`src/ism_map.svh`:
```
// Register offsets, field positions, reset values and timing for the
// two-wire slave-match block. Included by the core and the testbench.
`ifndef ISM_MAP_SVH
`define ISM_MAP_SVH
`define ISM_OFS_OWNID  3'h0
`define ISM_OFS_CTRL   3'h1
`define ISM_OFS_STAT   3'h2
`define ISM_OFS_DATA   3'h3
`define ISM_OFS_EVT    3'h4
`define ISM_OFS_EVCLR  3'h5
`define ISM_OFS_EVEN   3'h6
`define ISM_OFS_EXTID  3'h7
`define ISM_ST_DONE    7
`define ISM_ST_MATCH   6
`define ISM_ST_BUSY    5
`define ISM_ST_ARB     4
`define ISM_ST_DIR     2
`define ISM_ST_IRQ     1
`define ISM_ST_RXAK    0
`define ISM_CTRL_RST   8'h00
`define ISM_OWNID_RST  8'h00
`define ISM_EXTID_RST  8'h00
`define ISM_EVEN_RST   3'h7
`define ISM_GC_ADDR    8'h00
`define ISM_TEN_HDR    5'h1e
`define ISM_ACK_BIT    4'h8
`define ISM_HALF_NS    1250
`define ISM_CLK_MHZ    250
`define ISM_HALF_CYC   ((`ISM_HALF_NS * `ISM_CLK_MHZ + 999) / 1000)
`endif

```
`src/ism_pkg.sv`:
```
// Types shared by the slave-match block.
// Assumes ism_map.svh is on the include path.
package ism_pkg;
  typedef struct packed {
    logic en;
    logic irqEn;
    logic mst;
    logic tx;
    logic txak;
    logic gcEn;
    logic ext10;
    logic spare;
  } ism_ctrl_type;
  typedef struct packed {
    logic arb;
    logic match;
    logic done;
  } ism_evt_type;
  typedef enum logic [2:0] {S_IDLE, S_ADDR, S_ADDR2, S_RX, S_TX, S_IGN} ism_sst_type;
  typedef enum logic [2:0] {M_IDLE, M_START, M_LOW, M_HIGH, M_STOP} ism_mst_type;
endpackage

```
`src/ism_core.sv`:
```
// Two-wire bus controller core: own-address and general call matching,
// a transmit-only master with arbitration, and one combined interrupt.
// Assumes open-drain pins resolved outside and a same-clock register port.
//
// Design decisions made here: the address map and the strobed register port.
`include "ism_map.svh"
module ism_core
  import ism_pkg::*;
#(
  parameter int HALF_CYC = `ISM_HALF_CYC
) (
  input  wire logic       clk,
  input  wire logic       reset,
  input  wire logic [2:0] regAddr,
  input  wire logic [7:0] regWdata,
  input  wire logic       regWr,
  input  wire logic       regRd,
  output logic      [7:0] regRdata,
  input  wire logic       sclIn,
  output logic            sclOut,
  output logic            sclOe,
  input  wire logic       sdaIn,
  output logic            sdaOut,
  output logic            sdaOe,
  output logic            irq
);
  localparam int CW = $clog2(2 * HALF_CYC + 2);

  // Below four cycles the mid-low data change would collide with the clock edge.
  if (HALF_CYC < 4) begin : gHalfCheck
    $error("HALF_CYC below 4 cycles cannot be served");
  end

  ism_ctrl_type ctrl_q;
  ism_evt_type  evt_q, evtEn_q, evtSet;
  ism_sst_type  sState_q;
  ism_sst_type  sNext_q;
  ism_mst_type  mState_q;
  logic [7:0] own_q, extId_q, data_q, shift_q, txShift_q, rdata_q;
  logic [3:0] bitCnt_q, mBit_q;
  logic [CW-1:0] mCnt_q;
  logic sclS1_q, sclS2_q, sclD_q, sdaS1_q, sdaS2_q, sdaD_q;
  logic busy_q, skipFall_q, rxak_q, dir_q, tenHeard_q, sAck_q;
  logic doneFlag_q, matchFlag_q, arbFlag_q, irqFlag_q, irq_q;
  logic mShift7, mSda_q, mScl_q, mHave_q, mstPrev_q, sclOe_q, sdaOe_q;
  logic [7:0] mShift_q;

  // Two flip-flops on each pin before anything looks at it.
  always_ff @(posedge clk or posedge reset) begin
    if (reset) begin
      sclS1_q <= 1'b1;
      sclS2_q <= 1'b1;
      sclD_q  <= 1'b1;
      sdaS1_q <= 1'b1;
      sdaS2_q <= 1'b1;
      sdaD_q  <= 1'b1;
    end else begin
      sclS1_q <= sclIn;
      sclS2_q <= sclS1_q;
      sclD_q  <= sclS2_q;
      sdaS1_q <= sdaIn;
      sdaS2_q <= sdaS1_q;
      sdaD_q  <= sdaS2_q;
    end
  end

  wire sclRise   = sclS2_q & ~sclD_q;
  wire sclFall   = ~sclS2_q & sclD_q;
  wire startSeen = ctrl_q.en & sclS2_q & sclD_q & sdaD_q & ~sdaS2_q;
  wire stopSeen  = sclS2_q & sclD_q & ~sdaD_q & sdaS2_q;
  wire countFall = sclFall & busy_q & ~skipFall_q;
  wire fall8     = countFall & (bitCnt_q == 4'h7);
  wire byteEnd   = countFall & (bitCnt_q == `ISM_ACK_BIT);
  wire mActive   = (mState_q != M_IDLE);

  wire wrOwn   = regWr & (regAddr == `ISM_OFS_OWNID);
  wire wrCtrl  = regWr & (regAddr == `ISM_OFS_CTRL);
  wire wrStat  = regWr & (regAddr == `ISM_OFS_STAT);
  wire wrData  = regWr & (regAddr == `ISM_OFS_DATA);
  wire wrEvClr = regWr & (regAddr == `ISM_OFS_EVCLR);
  wire wrEvEn  = regWr & (regAddr == `ISM_OFS_EVEN);
  wire wrExt   = regWr & (regAddr == `ISM_OFS_EXTID);

  // Address decisions, taken on the eighth falling clock of a byte.
  wire own7Hit = ~ctrl_q.ext10 & (shift_q[7:1] == own_q[7:1]);
  wire gcHit   = ctrl_q.gcEn & (shift_q == `ISM_GC_ADDR);
  wire tenHdr  = ctrl_q.ext10 & (shift_q[7:3] == `ISM_TEN_HDR) & (shift_q[2:1] == extId_q[2:1]);
  wire tenLow  = (shift_q == {extId_q[0], own_q[7:1]});
  wire inAddr  = (sState_q == S_ADDR) | (sState_q == S_ADDR2);
  wire sInv    = (sState_q == S_RX) | (sState_q == S_TX) | sAck_q;
  wire matchEv = byteEnd & inAddr & sAck_q & (sNext_q != S_ADDR2);

  wire arbHigh = (mState_q == M_HIGH) & mSda_q & sclS2_q & ~sdaS2_q & (mBit_q < `ISM_ACK_BIT);
  wire arbBusy = (mState_q == M_IDLE) & ctrl_q.mst & ~mstPrev_q & busy_q;
  wire arbEv   = arbHigh | arbBusy;

  always_comb begin
    evtSet.done  = byteEnd & (sInv | mActive);
    evtSet.match = matchEv;
    evtSet.arb   = arbEv;
  end
  wire anyEvt = |evtSet;

  // Bus observer: busy, bit counter and receive shifter.
  always_ff @(posedge clk or posedge reset) begin
    if (reset) begin
      busy_q     <= 1'b0;
      skipFall_q <= 1'b0;
      bitCnt_q   <= 4'h0;
      shift_q    <= 8'h00;
      rxak_q     <= 1'b1;
    end else begin
      if (startSeen) begin
        busy_q     <= 1'b1;
        skipFall_q <= 1'b1;
        bitCnt_q   <= 4'h0;
      end else if (stopSeen) begin
        busy_q <= 1'b0;
      end else if (sclFall & skipFall_q) begin
        skipFall_q <= 1'b0;
      end else if (countFall) begin
        bitCnt_q <= (bitCnt_q == `ISM_ACK_BIT) ? 4'h0 : bitCnt_q + 4'h1;
      end
      if (sclRise & busy_q & (bitCnt_q < `ISM_ACK_BIT)) begin
        shift_q <= {shift_q[6:0], sdaS2_q};
      end
      if (sclRise & busy_q & (bitCnt_q == `ISM_ACK_BIT)) begin
        rxak_q <= sdaS2_q;
      end
    end
  end

  // Slave engine. It runs whether or not the master lost, so a losing
  // master still answers its own address in the same frame.
  always_ff @(posedge clk or posedge reset) begin
    if (reset) begin
      sState_q   <= S_IDLE;
      sNext_q    <= S_IGN;
      sAck_q     <= 1'b0;
      dir_q      <= 1'b0;
      tenHeard_q <= 1'b0;
      txShift_q  <= 8'hff;
    end else if (~ctrl_q.en | stopSeen) begin
      sState_q   <= S_IDLE;
      sAck_q     <= 1'b0;
      tenHeard_q <= tenHeard_q & ctrl_q.en & ~stopSeen;
    end else if (startSeen) begin
      sState_q <= S_ADDR;
      sAck_q   <= 1'b0;
    end else if (fall8) begin
      sAck_q  <= 1'b0;
      sNext_q <= S_IGN;
      case (sState_q)
        S_ADDR: begin
          if (own7Hit | gcHit) begin
            sAck_q  <= 1'b1;
            dir_q   <= shift_q[0] & ~gcHit;
            sNext_q <= (shift_q[0] & ~gcHit) ? S_TX : S_RX;
          end else if (tenHdr & ~shift_q[0]) begin
            sAck_q  <= 1'b1;
            sNext_q <= S_ADDR2;
          end else if (tenHdr & tenHeard_q) begin
            sAck_q  <= 1'b1;
            dir_q   <= 1'b1;
            sNext_q <= S_TX;
          end
        end
        S_ADDR2: begin
          if (tenLow) begin
            sAck_q     <= 1'b1;
            dir_q      <= 1'b0;
            tenHeard_q <= 1'b1;
            sNext_q    <= S_RX;
          end
        end
        S_RX: begin
          sAck_q  <= ~ctrl_q.txak;
          sNext_q <= S_RX;
        end
        S_TX: sNext_q <= S_TX;
        default: sNext_q <= S_IGN;
      endcase
    end else if (byteEnd) begin
      sAck_q <= 1'b0;
      if (sState_q == S_TX & rxak_q) begin
        sState_q <= S_IGN;
      end else if (sState_q != S_IDLE) begin
        sState_q <= sNext_q;
      end
      txShift_q <= data_q;
    end else if (countFall & (sState_q == S_TX)) begin
      txShift_q <= {txShift_q[6:0], 1'b1};
    end
  end

  // Slave data only goes out once software has chosen transmit mode.
  wire sTxLow = (sState_q == S_TX) & ctrl_q.tx & (bitCnt_q < `ISM_ACK_BIT) & ~txShift_q[7];

  // Master: start, eight data bits, released acknowledge bit, stop.
  assign mShift7 = mShift_q[7];
  always_ff @(posedge clk or posedge reset) begin
    if (reset) begin
      mState_q  <= M_IDLE;
      mCnt_q    <= '0;
      mBit_q    <= 4'h0;
      mSda_q    <= 1'b1;
      mScl_q    <= 1'b1;
      mstPrev_q <= 1'b0;
    end else begin
      mstPrev_q <= ctrl_q.mst;
      case (mState_q)
        M_IDLE: begin
          mSda_q <= 1'b1;
          mScl_q <= 1'b1;
          mCnt_q <= '0;
          if (ctrl_q.en & ctrl_q.mst & ~mstPrev_q & ~busy_q) begin
            mSda_q   <= 1'b0;
            mState_q <= M_START;
          end
        end
        M_START: begin
          mCnt_q <= mCnt_q + 1'b1;
          if (mCnt_q == CW'(HALF_CYC)) begin
            mScl_q   <= 1'b0;
            mBit_q   <= 4'h0;
            mCnt_q   <= '0;
            mState_q <= M_LOW;
          end
        end
        M_LOW: begin
          if (~ctrl_q.mst & (mBit_q == 4'h0)) begin
            mSda_q   <= 1'b0;
            mCnt_q   <= '0;
            mState_q <= M_STOP;
          end else if (mHave_q | (mBit_q != 4'h0)) begin
            mCnt_q <= mCnt_q + 1'b1;
            if (mCnt_q == CW'(HALF_CYC / 2)) begin
              mSda_q <= (mBit_q < `ISM_ACK_BIT) ? mShift7 : 1'b1;
            end
            if (mCnt_q == CW'(HALF_CYC)) begin
              mScl_q   <= 1'b1;
              mCnt_q   <= '0;
              mState_q <= M_HIGH;
            end
          end
        end
        M_HIGH: begin
          if (arbHigh) begin
            mSda_q   <= 1'b1;
            mScl_q   <= 1'b1;
            mState_q <= M_IDLE;
          end else if (sclS2_q) begin
            mCnt_q <= mCnt_q + 1'b1;
            if (mCnt_q == CW'(HALF_CYC)) begin
              mScl_q   <= 1'b0;
              mCnt_q   <= '0;
              mBit_q   <= (mBit_q == `ISM_ACK_BIT) ? 4'h0 : mBit_q + 4'h1;
              mState_q <= M_LOW;
            end
          end
        end
        M_STOP: begin
          mCnt_q <= mCnt_q + 1'b1;
          if (mCnt_q == CW'(HALF_CYC)) begin
            mScl_q <= 1'b1;
          end
          if (mCnt_q == CW'(2 * HALF_CYC)) begin
            mSda_q   <= 1'b1;
            mState_q <= M_IDLE;
          end
        end
        default: mState_q <= M_IDLE;
      endcase
    end
  end

  // Transmit byte and its pending mark; the shifter advances per bit.
  always_ff @(posedge clk or posedge reset) begin
    if (reset) begin
      mShift_q <= 8'hff;
      mHave_q  <= 1'b0;
    end else if (wrData & ctrl_q.mst) begin
      mShift_q <= regWdata;
      mHave_q  <= 1'b1;
    end else if ((mState_q == M_HIGH) & sclS2_q & (mCnt_q == CW'(HALF_CYC))) begin
      mShift_q <= {mShift_q[6:0], 1'b1};
      mHave_q  <= mHave_q & (mBit_q != `ISM_ACK_BIT);
    end
  end

  // Software registers. Only the master request clears in hardware, on lost arbitration or when disabled.
  always_ff @(posedge clk or posedge reset) begin
    if (reset) begin
      ctrl_q  <= `ISM_CTRL_RST;
      own_q   <= `ISM_OWNID_RST;
      extId_q <= `ISM_EXTID_RST;
      evtEn_q <= `ISM_EVEN_RST;
    end else begin
      if (wrCtrl) ctrl_q <= regWdata;
      if (arbEv | ~ctrl_q.en) ctrl_q.mst <= 1'b0;
      if (wrOwn) own_q <= regWdata;
      if (wrExt) extId_q <= regWdata;
      if (wrEvEn) evtEn_q <= regWdata[2:0];
    end
  end

  // The address byte lands here after a match, received data otherwise.
  always_ff @(posedge clk or posedge reset) begin
    if (reset) begin
      data_q <= 8'h00;
    end else if (byteEnd & (sInv | mActive) & (sState_q != S_TX)) begin
      data_q <= shift_q;
    end else if (wrData) begin
      data_q <= regWdata;
    end
  end

  // Flags: a hardware set in the same cycle as a clear always wins.
  always_ff @(posedge clk or posedge reset) begin
    if (reset) begin
      doneFlag_q  <= 1'b0;
      matchFlag_q <= 1'b0;
      arbFlag_q   <= 1'b0;
      irqFlag_q   <= 1'b0;
      evt_q       <= '0;
    end else begin
      if (evtSet.done) doneFlag_q <= 1'b1;
      else if (sclRise | startSeen) doneFlag_q <= 1'b0;
      if (matchEv) matchFlag_q <= 1'b1;
      else if (startSeen | stopSeen) matchFlag_q <= 1'b0;
      if (arbEv) arbFlag_q <= 1'b1;
      else if (wrStat & regWdata[`ISM_ST_ARB]) arbFlag_q <= 1'b0;
      if (anyEvt) irqFlag_q <= 1'b1;
      else if (wrStat & regWdata[`ISM_ST_IRQ]) irqFlag_q <= 1'b0;
      evt_q <= evtSet | (evt_q & ~({3{wrEvClr}} & regWdata[2:0]));
    end
  end

  wire [7:0] statWord = {doneFlag_q, matchFlag_q, busy_q, arbFlag_q, 1'b0, dir_q, irqFlag_q, rxak_q};
  wire [7:0] rdSel = (regAddr == `ISM_OFS_OWNID) ? {own_q[7:1], 1'b0} :
                     (regAddr == `ISM_OFS_CTRL)  ? ctrl_q :
                     (regAddr == `ISM_OFS_STAT)  ? statWord :
                     (regAddr == `ISM_OFS_DATA)  ? data_q :
                     (regAddr == `ISM_OFS_EVT)   ? {5'h00, evt_q} :
                     (regAddr == `ISM_OFS_EVEN)  ? {5'h00, evtEn_q} :
                     (regAddr == `ISM_OFS_EXTID) ? {5'h00, extId_q[2:0]} : 8'h00;

  // Read data stands only in the cycle after the strobe.
  always_ff @(posedge clk or posedge reset) begin
    if (reset) begin
      rdata_q <= 8'h00;
      sclOe_q <= 1'b0;
      sdaOe_q <= 1'b0;
      irq_q   <= 1'b0;
    end else begin
      rdata_q <= regRd ? rdSel : 8'h00;
      sclOe_q <= ctrl_q.en & ~mScl_q;
      sdaOe_q <= ctrl_q.en & (~mSda_q | sAck_q | sTxLow);
      // This single line is the only request leaving the block; it cannot reset the processor.
      irq_q   <= ctrl_q.irqEn & irqFlag_q & |(evt_q & evtEn_q);
    end
  end

  assign regRdata = rdata_q;
  assign sclOut   = 1'b0;
  assign sdaOut   = 1'b0;
  assign sclOe    = sclOe_q;
  assign sdaOe    = sdaOe_q;
  assign irq      = irq_q;

  property p_offQuiet;
    @(posedge clk) disable iff (reset) !ctrl_q.en |=> !sdaOe && !sclOe;
  endproperty
  a_offQuiet: assert property (p_offQuiet) else $error("disabled core drives a line");

  property p_irqMask;
    @(posedge clk) disable iff (reset) !ctrl_q.irqEn ##1 !ctrl_q.irqEn |-> !irq;
  endproperty
  a_irqMask: assert property (p_irqMask) else $error("interrupt not masked by enable");

  property p_flagHolds;
    @(posedge clk) disable iff (reset) irqFlag_q && !(wrStat && regWdata[`ISM_ST_IRQ]) |=> irqFlag_q;
  endproperty
  a_flagHolds: assert property (p_flagHolds) else $error("interrupt flag dropped without write");

  property p_flagClr;
    @(posedge clk) disable iff (reset) wrStat && regWdata[`ISM_ST_IRQ] && !anyEvt |=> !irqFlag_q;
  endproperty
  a_flagClr: assert property (p_flagClr) else $error("write of one did not clear flag");

  property p_doneSets;
    @(posedge clk) disable iff (reset) byteEnd && sInv |=> doneFlag_q && irqFlag_q;
  endproperty
  a_doneSets: assert property (p_doneSets) else $error("byte end did not flag");

  property p_matchData;
    @(posedge clk) disable iff (reset) matchEv |=> matchFlag_q && irqFlag_q && data_q == $past(shift_q);
  endproperty
  a_matchData: assert property (p_matchData) else $error("match flag or address byte missing");

  property p_gcIgnored;
    @(posedge clk) disable iff (reset)
      sState_q == S_ADDR && fall8 && shift_q == 8'h00 && !ctrl_q.gcEn && own_q[7:1] != 7'h00 |=> !sAck_q;
  endproperty
  a_gcIgnored: assert property (p_gcIgnored) else $error("general call answered while disabled");

  property p_gcTaken;
    @(posedge clk) disable iff (reset)
      sState_q == S_ADDR && fall8 && shift_q == 8'h00 && ctrl_q.gcEn && ctrl_q.en |=> sAck_q && sNext_q == S_RX;
  endproperty
  a_gcTaken: assert property (p_gcTaken) else $error("general call not taken as receiver");

  property p_ownHit;
    @(posedge clk) disable iff (reset)
      sState_q == S_ADDR && fall8 && !ctrl_q.ext10 && shift_q[7:1] == own_q[7:1] && ctrl_q.en |=> sAck_q;
  endproperty
  a_ownHit: assert property (p_ownHit) else $error("own address not acknowledged");

  property p_arbRelease;
    @(posedge clk) disable iff (reset) arbHigh |=> mState_q == M_IDLE && arbFlag_q && !ctrl_q.mst ##1 !sclOe;
  endproperty
  a_arbRelease: assert property (p_arbRelease) else $error("bus not released after lost arbitration");

  c_match: cover property (@(posedge clk) disable iff (reset) matchEv);
  c_arb:   cover property (@(posedge clk) disable iff (reset) arbHigh);
  c_irq:   cover property (@(posedge clk) disable iff (reset) $rose(irq));
  c_mstByte: cover property (@(posedge clk) disable iff (reset) byteEnd && mActive);
  c_slvTx: cover property (@(posedge clk) disable iff (reset) sTxLow);
endmodule

```
`config.mk`:
```
export PLATFORM = sky130hd
export DESIGN_NAME = ism_core
export DESIGN_NICKNAME = d
export VERILOG_FILES = /design/src/ism_pkg.sv /design/src/ism_core.sv
export VERILOG_INCLUDE_DIRS = /design/src /design/src/src
export SDC_FILE = /design/constraint.sdc
export NUM_CORES = 1
export LEC_CHECK = 0
export BUFFER_PORTS_ARGS = -buffer_cell sky130_fd_sc_hd__buf_4
export CORE_ASPECT_RATIO = 0.5
export CORE_MARGIN = 8
export CORE_UTILIZATION = 30
export DETAILED_ROUTE_END_ITERATION = 10
export GPL_TIMING_DRIVEN = 0
export HOLD_SLACK_MARGIN = 0.12
export PLACE_DENSITY = 0.45
export REMOVE_ABC_BUFFERS = 1
export SETUP_SLACK_MARGIN = 0.15
export SLEW_MARGIN = 30
export SYNTH_ARGS = -nofsm -noshare
export SYNTH_HDL_FRONTEND = slang
export SYNTH_SLANG_ARGS = --single-unit
```
`constraint.sdc`:
```
create_clock -name clk -period 3.1 [get_ports clk]
set_input_delay 0.31 -clock clk [delete_from_list [all_inputs] [get_ports clk]]
set_output_delay 0.31 -clock clk [all_outputs]
set_load 0.01 [all_outputs]
```
Yosys cells after proc, flatten, opt, wreduce, memory -nomap -nowiden

Index checks and enable logic that the tools add are counted.
W data, S select, Z words.

Equal/unequal tests: 48
Add/subtract/negate cells: 3
Multiplexer cells: 103
Magnitude comparators: 2
Shift-type cells: 0
Multiply operators: 0
Reduce and logical (&&, ||, !) cells: 42
Div/mod/pow operators: 0
Bitwise logic cells: 102

Operators by type and width:

| kind                    | number |
|---|---|
| $mux W8                 | 11 |
| $and A1 B1 Y1           | 64 |
| $mux W3                 | 21 |
| $mux W10                | 5 |
| $pmux W10 S5            | 1 |
| $mux W1                 | 47 |
| $mux W4                 | 10 |
| $reduce_bool A2 Y1      | 16 |
| $ne A2 B2 Y1 const B    | 11 |
| $not A1 Y1              | 20 |
| $eq A3 B2 Y1 const B    | 6 |
| $eq A3 B3 Y1 const B    | 6 |
| $ne A3 B3 Y1 const B    | 6 |
| $reduce_and A4 Y1       | 4 |
| $reduce_bool A4 Y1      | 4 |
| $pmux W3 S5             | 1 |
| $reduce_and A5 Y1       | 3 |
| $or A1 B1 Y1            | 13 |
| $pmux W3 S4             | 1 |
| $add A10 B1 Y10 const B | 1 |
| $eq A10 B10 Y1 const B  | 1 |
| $eq A10 B8 Y1 const B   | 1 |
| $eq A10 B9 Y1 const B   | 1 |
| $and A3 B3 Y3           | 3 |
| 30 further kinds        | 43 |

Input port bits: 17
Bits in latches: 0
ROM bits: 0
Bits in writable memories: 0
Bits in registers: 115
Memories: 0
Word-level logic and storage cells: 350
Output and inout bits: 13

Longest topological paths before layout

Gate-level depths: netlist of run 1.

Word-level depth: 11
Mapped depth: 8
Depth with buffers taken out: 7

Worst setup path after synthesis of run 1

Ideal clock, no wire load.

Path kind: register to register
Start: register mBit_q[0]
End: register mCnt_q[4]
Required time: 2.976 ns
Setup time: 0.124 ns
Path slack: 1.069 ns
Buffers on the path: 1
Period minus slack after synthesis: 2.031 ns
Stages on the path, launching flop included: 9
Arrival: 1.907 ns
Cell sequence: dfrtp_1 > inv_1 > ha_1 > or4b_4 > o211ai_2 > nand2b_1 > buf_4 > nor4_1 > a211o_1

Cells in the longest elaborated chain, start to end: 4
Elaborated cells on any way between the ends: 11
Classes of those cells: order compare: 1; eq/ne: 2; mux: 2; bitwise: 3; reduce/logical: 3

RTL lines:

| element                                                                   | RTL line        | source |
|---|---|---|
| from (decl)                                                               | ism_core.sv:40  | `logic [3:0] bitCnt_q, mBit_q;` |
| from (signal assigned)                                                    | ism_core.sv:257 | `` mBit_q <= (mBit_q == `ISM_ACK_BIT) ? 4'h0 : mBit_q + 4'h1; `` |
| $lt A4 B4 Y1 (no source line), or another cell as far along               | -               |  |
| $and A1 B1 Y1, or another cell as far along                               | ism_core.sv:93  | `` wire arbHigh = (mState_q == M_HIGH) & mSda_q & sclS2_q & ~sdaS2_q & (mBit_q < `ISM_ACK_BIT); `` |
| $ne A2 B2 Y1 (no source line), or another cell as far along               | -               |  |
| $reduce_and A4 Y1 (no source line) / $pmux W10 S5 (equally long branches) | -               |  |
| to (signal assigned)                                                      | ism_core.sv:222 | `mCnt_q <= mCnt_q + 1'b1;` |
| to (signal assigned)                                                      | ism_core.sv:236 | `mCnt_q <= mCnt_q + 1'b1;` |
| to (signal assigned)                                                      | ism_core.sv:253 | `mCnt_q <= mCnt_q + 1'b1;` |
| to (decl)                                                                 | ism_core.sv:41  | `logic [CW-1:0] mCnt_q;` |

Parallel ways exist; a longest one is shown, timed or not.
A chain may end at the register's enable or synchronous reset.

Worst setup path in the final report of run 1

Start: register mBit_q[0]
End: register mCnt_q[3]

Same word-level chain as after synthesis.

==> results by group, run 1 <==
Run status
  – Run status: complete, no violations

Min path
  – Hold endpoint: own_q[7]
  – Class of the worst hold path: primary input to register
  – Worst hold start: regWdata[7]
  – Hold Path Cell Cnt: 3

Yosys
  – Synth async-reset ratio: 1.00
  – Cell variety after synth: 70
  – Main synth FF type: dfrtp_1
  – Synthesized area per cell: 9.78 sq um
  – Sequential-to-total area share from yosys stat: 0.474
  – Yosys reg bits: 114
  – Post-synth EDFFs: 0
  – Post-Synthesis Cells: 623
  – Warnings from Yosys: 0
  – Post-Syn Area: 6100 sq um

Critical path
  – CP startpoint kind: register
  – Critical-path maximum fanout: 9
  – Critical-path top delay cell: a31oi_1
  – Worst Path Required: 3380 ps
  – Delay of the slowest cell on the worst path: 590 ps
  – Worst r2r src: mBit_q[0]
  – Setup crit end kind: register
  – R2R depth: 7
  – End of the worst register-to-register path: mCnt_q[3]
  – Critical-path cell list: inv_1 > ha_1 > nor4b_1 > o21ai_0 > a31oi_1 > and2_1 > nor2_1
  – Critical path type: register to register
  – Critical Path AT: 2780 ps
  – Reg-to-reg slack, setup: 600 ps
  – CP startpoint: mBit_q[0]

Cells and area
  – Final nets: 666
  – Fin util: 0.360
  – ANT cells: 0
  – Area delta synth->final: 16.2%
  – Layout cell share with drive strength beyond 1: 0.206

STA
  – Worst-Margin Slew: 859 ps
  – Worst rel slew slack: 0.425
  – Worst clock skew: 8.64 ps
  – Slew Viols, Final: 0
  – Max frequency: 0.400 GHz
  – Post-route minimum period: 2500 ps
  – Post-route setup slack: 603 ps
  – Finish-stage setup viols: 0
  – Final hold viol count: 0
  – Setup tns final: 0 ps
  – Fin Hold WS: 171 ps
  – RSZ-0062 raised after global routing: false
  – Fin crit share: 0.806

Floorplan
  – Initial Utilization: 0.310
  – Die Wd: 218 um
  – Die Y: 117 um
  – Cell row count: 36
  – IO Count: 30
  – Die area: 25400 sq um
  – Placeable Area: 19700 sq um

Placed design
  – Dpl ws: 517 ps
  – HPWL Detailed: 11700 um
  – Input/output buffers: 27
  – Gpl congestion: 0.808

Route
  – Via count: 4697
  – Antenna Nets Post-Route: 0
  – # DRC: 0
  – First drt pass iteration count: 5
  – Vias per cell: 5.11
  – Wire per inst: 17.6 um
  – Initial DRC count: 356
  – WL final: 16200 um

Flow run
  – Max cap viols: 0

Power and ir drop
  – Static Leak: 0.00297 uW
  – Peak supply drop: 301 uV
  – Total power: 4590 uW
  – Power per Cell Area: 649 nW/um^2

Clock network
  – Root Driver: clkbuf_16
  – Setup bufs post-CTS: 0
  – CTS Buf Count: 17
  – Clock buffer depth: 2
  – Clock Latency Late Sink: 410 ps
  – Clock net sink count: 114
  – CTS tree: built
  – H-tree Lvls: 4
  – Resized Gates After CTS: 0
  – CTS clk-pin slew, worst paths: 60 ps

GRT
  – Gr usage total: 0.131
  – Global-route wire length before repair: 26100 um
  – Initial antenna violation count: 0
  – Largest net degree at the start of global routing: 84
  – Total gr overflow: 0
  – Number of global-route vias before repair: 4664
[state kept, by name, indices dropped and copies added (netlist names), 3 cells and up]
| signal | count |
|---|---|
| mCnt_q | 10 |
| ctrl_q | 8 |
| data_q | 8 |
| mShift_q | 8 |
| regRdata | 8 |
| shift_q | 8 |
| txShift_q | 8 |
| own_q | 7 |
| bitCnt_q | 4 |
| mBit_q | 4 |
| evtEn_q | 3 |
| evt_q | 3 |
| extId_q | 3 |
| mState_q | 3 |
| sNext_q | 3 |
| sState_q | 3 |
[cells in the final DEF (no fill, tap or decap), types with 8 or more instances in the layout]
| cell | netlist | routed |
|---|---|---|
| a21oi_1 | 27 | 27 |
| mux2i_1 | 27 | 27 |
| inv_1 | 18 | 17 |
| nor2_1 | 64 | 63 |
| xnor2_1 | 15 | 15 |
| ha_1 | 8 | 8 |
| nand3_1 | 21 | 21 |
| nand4_1 | 8 | 8 |
| buf_4 | 3 | 27 |
| a31oi_1 | 10 | 10 |
| nand2_1 | 77 | 77 |
| o21ai_0 | 42 | 42 |
| dfrtp_1 | 84 | 84 |
| mux2_2 | 31 | 31 |
| dfstp_2 | 30 | 30 |
| clkbuf_16 | 0 | 17 |
[repair_timing]
action	4_1_cts	5_1_grt
setup endpoints to repair	0	0
hold buffers	3	0
hold endpoints to repair	33	0
[where the power goes]
| group | internal [uW] | switching (uW) |
|---|---|---|
| logic | 380 | 360 |
| registers | 1750 | 326 |
| clock network | 1060 | 715 |
[final cells by class]
cell class                      instances  area, sq um
Sequential cell                       114         2890
Fill cell                            1986        12600
Clock inverter                         12         85.1
Inverter                               18         75.1
Multi-Input combinational cell        459         2980
Tap cell                              266          333
Clock buffer                           20          457
Timing Repair Buffer                   31          260
[metrics by stage]
step,instance area [sq um],std cells
global route,7080,920
finish,7080,920
CTS,7080,920
global placement,6460,884
detailed placement,6510,885
floorplan,5930,591
[cell usage after synthesis (3+ instances only)]
cell | number | area [sq um]
dfrtp_1 | 84 | 2100
nand2_1 | 77 | 289
nor2_1 | 64 | 240
o21ai_0 | 42 | 210
mux2_2 | 31 | 349
dfstp_2 | 30 | 788
a21oi_1 | 27 | 135
mux2i_1 | 27 | 270
nand3_1 | 21 | 105
inv_1 | 18 | 67.6
xnor2_1 | 15 | 131
clkbuf_1 | 14 | 52.6
a31oi_1 | 10 | 62.6
buf_2 | 10 | 50.1
ha_1 | 8 | 100
nand4_1 | 8 | 50.1
and3_1 | 7 | 43.8
nor2b_1 | 7 | 43.8
o31ai_1 | 7 | 52.6
nor4_1 | 6 | 37.5
o211ai_1 | 6 | 45.0
a21o_1 | 5 | 37.5
nand2b_1 | 5 | 31.3
nor4b_1 | 5 | 43.8
or3_1 | 5 | 31.3
xor2_1 | 5 | 43.8
nand3b_1 | 4 | 30.0
nor3_1 | 4 | 20.0
o21a_1 | 4 | 30.0
a221o_1 | 3 | 30.0
and3b_1 | 3 | 26.3
buf_4 | 3 | 22.5
buf_6 | 3 | 33.8
nand4b_1 | 3 | 26.3
or4_1 | 3 | 22.5
[layer usage]
metal	part of all wire	track usage	up-vias
met4	0.012	0.0493	0
met3	0.038	0.0282	13
li1	-	-	2277
met5	0	0	-
met1	0.51	0.182	2343
met2	0.45	0.199	64
[worst max-delay path by stage]
stage	cells after the start	slack, ps	to
floorplan	1	-180	arbFlag_q
global placement	2	-1860	extId_q[2]
detailed placement	7	520	data_q[5]
CTS	7	510	data_q[5]
global route	7	360	mCnt_q[6]
finish	7	600	mCnt_q[3]
[worst max-delay path, delay by kind of cell, from the launching register on]
kind            cells  cell delay (ps)
flops               1              410
buf+inv             1               90
fa+ha+maj           1              200
simple gates        3              930
compound gates      2              760
[cell families (layout without fill, tap and decap cells)]
family	after synthesis	in the layout	synth area share
simple gates	240	240	0.200
compound gates	131	131	0.140
flops	114	114	0.474
mux	58	58	0.102
buf+inv	51	81	0.0392
xor+xnor	20	20	0.0287
fa+ha+maj	8	8	0.0164
other cells	1	2	0.000615
Power figures use the tool's default switching activity.
==> run 2: changes to the inputs <==
Clock period 3.1 ns to 2.25 ns, I/O delays scaled along.
==> run 2 against run 1 <==
Worst setup slack lost 450 ps. Utilization increased by 1.9 points. Critical path type unchanged. Flip-flop and latch count unchanged. First-iteration DRC count up 19%. Critical endpoint is now mState_q[0]. Sequential power increased by 38%. Worst hold slack got worse by 30 ps. Largest power group unchanged. Clock skew down 0.82 ps.
==> results by group, run 2 (synthesis gave the netlist of run 1 again) <==
Run status
  – Run status: complete, no violations

STA
  – Worst-Margin Slew: 864 ps (+4.72 ps)
  – RSZ-0062 raised after global routing: true
  – Post-route minimum period: 2100 ps (-397 ps)
  – Slew Viols, Final: 0 (unchanged)
  – Worst clock skew: 7.82 ps (-0.823 ps)
  – Finish-stage setup viols: 0 (unchanged)
  – Worst rel slew slack: 0.422 (-0.00316)
  – Max frequency: 0.476 GHz (+19%)
  – Final hold viol count: 0 (unchanged)
  – Fin crit share: 0.933 (+0.128)

Critical path
  – Critical path type: register to register
  – Delay of the slowest cell on the worst path: 410 ps (-180 ps)
  – Critical Path AT: 2390 ps (-390 ps)
  – Reg-to-reg slack, setup: 150 ps (-450 ps)
  – Worst r2r src: mBit_q[0]
  – Worst Path Required: 2540 ps (-840 ps)
  – R2R depth: 7 (unchanged)
  – Critical-path top delay cell: dfrtp_1
  – Critical path depth: 7 (unchanged)
  – CP startpoint kind: register
  – Critical-path cell list: inv_1 > ha_2 > nor4b_2 > nor2_1 > a22o_1 > a221o_1 > o32ai_1
  – End of the worst register-to-register path: mState_q[0]
  – CP startpoint: mBit_q[0]
  – Critical-path maximum fanout: 4 (-5)
  – Setup crit end kind: register
  – Buffers and inverters on the worst path: 1 (unchanged)
  – CP top delay family: compound AO/OA/AOI/OAI gates

Placed design
  – Dpl cells: 885 (unchanged)
  – Gpl congestion: 0.808 (unchanged)
  – Input/output buffers: 27 (unchanged)
  – DP Area: 6510 sq um (unchanged)
  – HPWL Detailed: 11700 um (unchanged)

Route
  – Vias per cell: 5.10 (about the same)
  – Initial DRC count: 425 (+19%)
  – First drt pass iteration count: 4 (-1)
  – Via count: 4832 (+2.9%)
  – Wire per inst: 17.7 um (+0.28%)
  – Antenna Nets Post-Route: 0 (unchanged)
  – WL final: 16700 um (+3.2%)
  – # DRC: 0 (unchanged)

Clock network
  – Root Driver: clkbuf_16
  – Clock buffer depth: 2 (unchanged)
  – CTS clk-pin slew, worst paths: 50 ps (about the same)
  – CTS Buf Count: 17 (unchanged)
  – Clock Latency Late Sink: 400 ps (about the same)
  – CTS tree: built
  – Clock net sink count: 114 (unchanged)
  – H-tree Lvls: 4 (unchanged)

GRT
  – Global-route wire length before repair: 26700 um (+2.1%)
  – Largest net degree at the start of global routing: 84 (unchanged)
  – Gr usage total: 0.134 (+0.00253)
  – Initial antenna violation count: 0 (unchanged)
  – Number of global-route vias before repair: 4777 (+2.4%)
  – Total gr overflow: 0 (unchanged)

Cells and area
  – Final nets: 693 (+4.1%)
  – Max reg flops: 10 (unchanged)
  – Most frequent cells in the layout: 79 x dfrtp_1, 77 x nand2_1, 59 x nor2_1, 44 x buf_4, 41 x o21ai_0
  – Final instance area: 7460 sq um (+5.3%)
  – Fin cells: 947 (+2.9%)
  – FF/Latch Area: 2900 sq um (+0.22%)
  – Layout fillers: 1975 (-0.55%)
  – Layout cell share with drive strength beyond 1: 0.260 (+0.0535)
  – Multi-input logic area: 3140 sq um (+5.1%)
  – Top reg by flops: mCnt_q
  – Area delta synth->final: 22.4%
  – ANT cells: 0 (unchanged)
  – Commonest non-fill, non-tap cell in the layout: dfrtp_1

Power and ir drop
  – Static Leak: 0.00310 uW (+4.3%)
  – Power per Cell Area: 859 nW/um^2 (+32%)
  – Peak supply drop: 416 uV (+38%)

Min path
  – Hold Path Cell Cnt: 2 (-1)
  – Hold endpoint: extId_q[2]
  – Class of the worst hold path: primary input to register
  – Worst hold start: regWdata[2]

Floorplan
  – Initial Utilization: 0.310 (unchanged)
  – Placeable Area: 19700 sq um (unchanged)
  – IO Count: 30 (unchanged)
  – Die Y: 117 um (unchanged)
  – Die Wd: 218 um (unchanged)
  – Die area: 25400 sq um (unchanged)
  – Cell row count: 36 (unchanged)

Flow run
  – Max cap viols: 0 (unchanged)
-- run 2: changes by cell type in the layout (fill, tap and decap cells not counted), sizes merged --
cell	previous run	this run
dlygate4sd3	3	10
buf	28	46
a31oi	10	11
nand2b	5	6
-- run 2: layer usage --
layer  share of wire  track usage  vias to the layer above
met2            0.45        0.206                       84
li1                -            -                     2334
met3           0.038       0.0282                       13
met4           0.011       0.0493                        0
met1            0.50        0.183                     2401
met5               0            0                        -
-- run 2: layout make-up --
class,count,share of cell area
clock buffers,20,0.0612
clock inverters,12,0.0114
inverters,18,0.0101
multi-input cells,461,0.420
flip-flops and latches,114,0.388
well taps,266,0.0446
repair buffers,56,0.0641
-- run 2: what timing repair did --
| item | in CTS | in global routing |
|---|---|---|
| pin swaps | 4 | 2 |
| hold endpoints to repair | 50 | 0 |
| hold buffers | 10 | 0 |
| resized for setup | 14 | 19 |
| setup buffers | 8 | 10 |
| endpoints found under the setup margin | 37 | 46 |
| cloned | 1 | 1 |
-- run 2: stage by stage --
step	setup TNS (ps)	hold WS, ps	utilization	worst slack [ps]	power (uW)
3_5_place_dp	-5940	200	0.331	-333	3910
5_1_grt	0	132	0.379	59.8	6770
3_3_place_gp	-269540	335	0.328	-2630	3890
4_1_cts	0	124	0.371	140	6460
2_1_floorplan	-83670	229	-	-941	3500
6_report	0	140	0.379	150	6410
-- run 2: where the power goes --
| part | switching (uW) | total, uW | internal [uW] | leakage (uW) |
|---|---|---|---|---|
| Sequential | 444 | 2860 | 2420 | 0.00139 |
| Clock | 982 | 2440 | 1460 | 0.000246 |
| Combinational | 529 | 1100 | 571 | 0.00147 |
| Total | 1950 | 6410 | 4450 | 0.00310 |
-- run 2: worst register-to-register path, stage by stage, from the launching register on --
cell	delay, ps
dfrtp_1	410
inv_1	100
ha_2	210
nor4b_2	370
nor2_1	130
a22o_1	220
a221o_1	330
o32ai_1	230
-- run 2: worst max-delay path by stage --
stage | to | slack (ps)
2_1_floorplan | arbFlag_q | -940
3_3_place_gp | extId_q[2] | -2630
3_5_place_dp | data_q[5] | -330
4_1_cts | mCnt_q[9] | 140
5_1_grt | mCnt_q[4] | 60
6_report | mState_q[0] | 150
==> run 3: changes to the inputs <==
Settings changed: ABC_AREA set to 1, REMOVE_ABC_BUFFERS 1 to unset.
==> run 3 against run 2 <==
Synthesized cell count rose by 23%. Count of clock-buffer cells in the layout rose by 9. Worst setup slack improved by 260 ps. Non-clock buffer count fell by 1. Power rose by 2.2%. Worst hold slack improved by 8.9 ps. Synthesized area rose by 0.39%. Critical endpoint is now data_q[6]. Largest cell class is now sequential cells.
==> results by group, run 3 <==
GRT
  – Gr usage total: 0.146 (+0.0125)
  – Number of global-route vias before repair: 5213 (+9.1%)
  – Initial antenna violation count: 0 (unchanged)
  – Global-route wire length before repair: 28900 um (+8.4%)
  – Total gr overflow: 0 (unchanged)
  – Largest net degree at the start of global routing: 28 (-67%)

Route
  – # DRC: 0 (unchanged)
  – Antenna Nets Post-Route: 0 (unchanged)
  – Wire per inst: 15.8 um (-11%)
  – Vias per cell: 4.78 (-6.2%)
  – Via count: 5353 (+11%)
  – First drt pass iteration count: 5 (+1)
  – WL final: 17700 um (+5.7%)
  – Initial DRC count: 401 (-5.6%)

STA
  – Finish-stage setup viols: 0 (unchanged)
  – RSZ-0062 raised after global routing: false
  – Worst rel slew slack: 0.642 (+0.220)
  – Fin crit share: 0.820 (-0.114)
  – Worst-Margin Slew: 537 ps (-327 ps)
  – Final hold viol count: 0 (unchanged)
  – Slew Viols, Final: 0 (unchanged)
  – Max frequency: 0.542 GHz (+14%)
  – Post-route minimum period: 1840 ps (-256 ps)
  – Worst clock skew: 11.7 ps (+3.92 ps)

Yosys
  – Most frequent cells after synthesis: 195 x nand2_1, 103 x inv_1, 84 x dfrtp_1
  – Synth area leader: dfrtp_1
  – Synth area leaders: dfrtp_1 34%, dfstp_2 13%, nand2_1 12%
  – Warnings from Yosys: 0 (unchanged)
  – Synthesized area per cell: 7.96 sq um (-19%)
  – Sequential-to-total area share from yosys stat: 0.472 (-0.00184)
  – Main synth FF type: dfrtp_1
  – Post-Synthesis Cells: 769 (+23%)
  – Post-Syn Area: 6120 sq um (+0.39%)
  – Yosys reg bits: 114 (unchanged)
  – Post-synth EDFFs: 0 (unchanged)
  – Share of the synthesized area in the top cell type: 0.343 (-0.00134)
  – Count leader, synth: nand2_1
  – Synth async-reset ratio: 1.00 (unchanged)
  – Cell variety after synth: 49 (-30%)

Clock network
  – Clock buffer depth: 2 (unchanged)
  – CTS clk-pin slew, worst paths: 50 ps (about the same)
  – CTS tree: built
  – CTS Buf Count: 17 (unchanged)
  – Clock Latency Late Sink: 420 ps (+20 ps)
  – Clock net sink count: 114 (unchanged)
  – Root Driver: clkbuf_16
  – H-tree Lvls: 4 (unchanged)

Cells and area
  – Layout cell share with drive strength beyond 1: 0.182 (-0.0779)
  – Final nets: 858 (+24%)
  – Commonest non-fill, non-tap cell in the layout: nand2_1
  – Area delta synth->final: 23.1%
  – Top reg by flops: mCnt_q
  – Fin util: 0.371 (-0.00757)
  – ANT cells: 0 (unchanged)
  – Max reg flops: 10 (unchanged)
  – Fin cells: 1119 (+18%)
  – Most frequent cells in the layout: 195 x nand2_1, 102 x inv_1, 84 x dfrtp_1, 58 x o21ai_0, 55 x nand3_1

Floorplan
  – IO Count: 30 (unchanged)
  – Die Y: 117 um (+0.17%)
  – Die area: 25500 sq um (+0.35%)
  – Placeable Area: 20300 sq um (+3.0%)
  – Die Wd: 218 um (+0.18%)
  – Initial Utilization: 0.302 (-0.00789)
  – Cell row count: 37 (+2.8%)

Placed design
  – Dpl cells: 1075 (+21%)
  – Input/output buffers: 27 (unchanged)
  – HPWL Detailed: 13600 um (+16%)
  – Gpl congestion: 0.884 (+9.3%)

Critical path
  – Worst Path Required: 2570 ps (+30 ps)
  – Critical Path AT: 2170 ps (-220 ps)
  – Critical-path maximum fanout: 10 (+6)
  – Critical path type: register to register
  – CP startpoint kind: register
  – R2R depth: 11 (+4)
  – Setup crit end kind: register

Min path
  – Hold Path Cell Cnt: 3 (+1)
  – Class of the worst hold path: primary input to register

Power and ir drop
  – Peak supply drop: 420 uV (+0.95%)
  – Static Leak: 0.00355 uW (+14%)
  – Power per Cell Area: 869 nW/um^2 (+1.2%)

Run status
  – Run status: complete, no violations

Flow run
  – Max cap viols: 0 (unchanged)
==> run 3: cell types whose count changed after synthesis, moves of 11 or more <==
cell,change
o21ai_0,+16
nor2_1,-11
inv_1,+85
xnor2_1,-14
nand2_1,+118
nand3_1,+34
mux2_2,-31
inv_2,+13
mux2i_1,-27
==> run 3: kinds of logic after synthesis <==
kind of cell,Yosys count,synth area share
and+or+nand+nor,370,0.281
adders and majority gates,8,0.0164
xor gates and xnor gates,5,0.00716
DFF,114,0.472
AOI/OAI and AO/OA,140,0.137
other,1,0.000613
buffers and inverters,131,0.0855
==> run 3: critical path, cell delays in order, from the launching register on <==
cell and delay (ps):
dfstp_2 600, inv_2 100, nand2_1 80, inv_2 40
nand3_2 70, clkinv_2 110, nand2_4 150, inv_2 50
nand3_2 110, buf_2 230, nand3_1 100, o211ai_1 100
==> run 3: worst paths after layout <==
path,from,end,slack (ps)
worst min register to register,sdaS1_q,sdaS2_q,360
max in group asynchronous,reset,regRdata[2],1050
worst max-delay path,sclS2_q,data_q[6],410
min in group asynchronous,reset,mCnt_q[0],260
worst min-delay path,regWdata[5],data_q[5],150
worst max register to register,sclS2_q,data_q[6],410
==> run 3: layer usage <==
layer  vias up  GRT usage  share of wire
met5         -          0              0
met4         0     0.0338          0.010
met3        17     0.0364          0.045
met2       114      0.215           0.42
met1      2561      0.212           0.52
li1       2661          -              -
==> run 3: through the flow <==
step	hold slack, ps	TNS [ps]	total power (uW)	setup WS, ps	cell area [sq um]
finish	149	0	6550	405	7530
CTS	139	0	6610	270	7520
floorplan	229	0	3290	625	6130
detailed placement	143	0	3720	283	6790
global placement	337	-22260	3690	-283	6670
global route	152	0	6920	202	7530
==> run 3: timing repair <==
item,CTS,global route
endpoints found under the setup margin,0,14
hold buffers,11,0
buffers inserted,0,1
resized for setup,0,1
endpoints found under the hold margin,47,0
==> run 3: final cells by class <==
type / count / area [sq um]
Buffer: 11 / 63.8
Clock buffer: 29 / 561
Clock inverter: 3 / 65.1
Fill cell: 2126 / 12700
Inverter: 120 / 463
Multi-Input combinational cell: 525 / 2710
Sequential cell: 114 / 2890
Tap cell: 273 / 342
Timing Repair Buffer: 44 / 435
==> run 3: report_power, final <==
| group | switching (uW) | internal, uW | total, uW |
|---|---|---|---|
| Combinational | 698 | 397 | 1090 |
| Sequential | 275 | 2340 | 2610 |
| Clock | 946 | 1900 | 2840 |
| Total | 1920 | 4630 | 6550 |
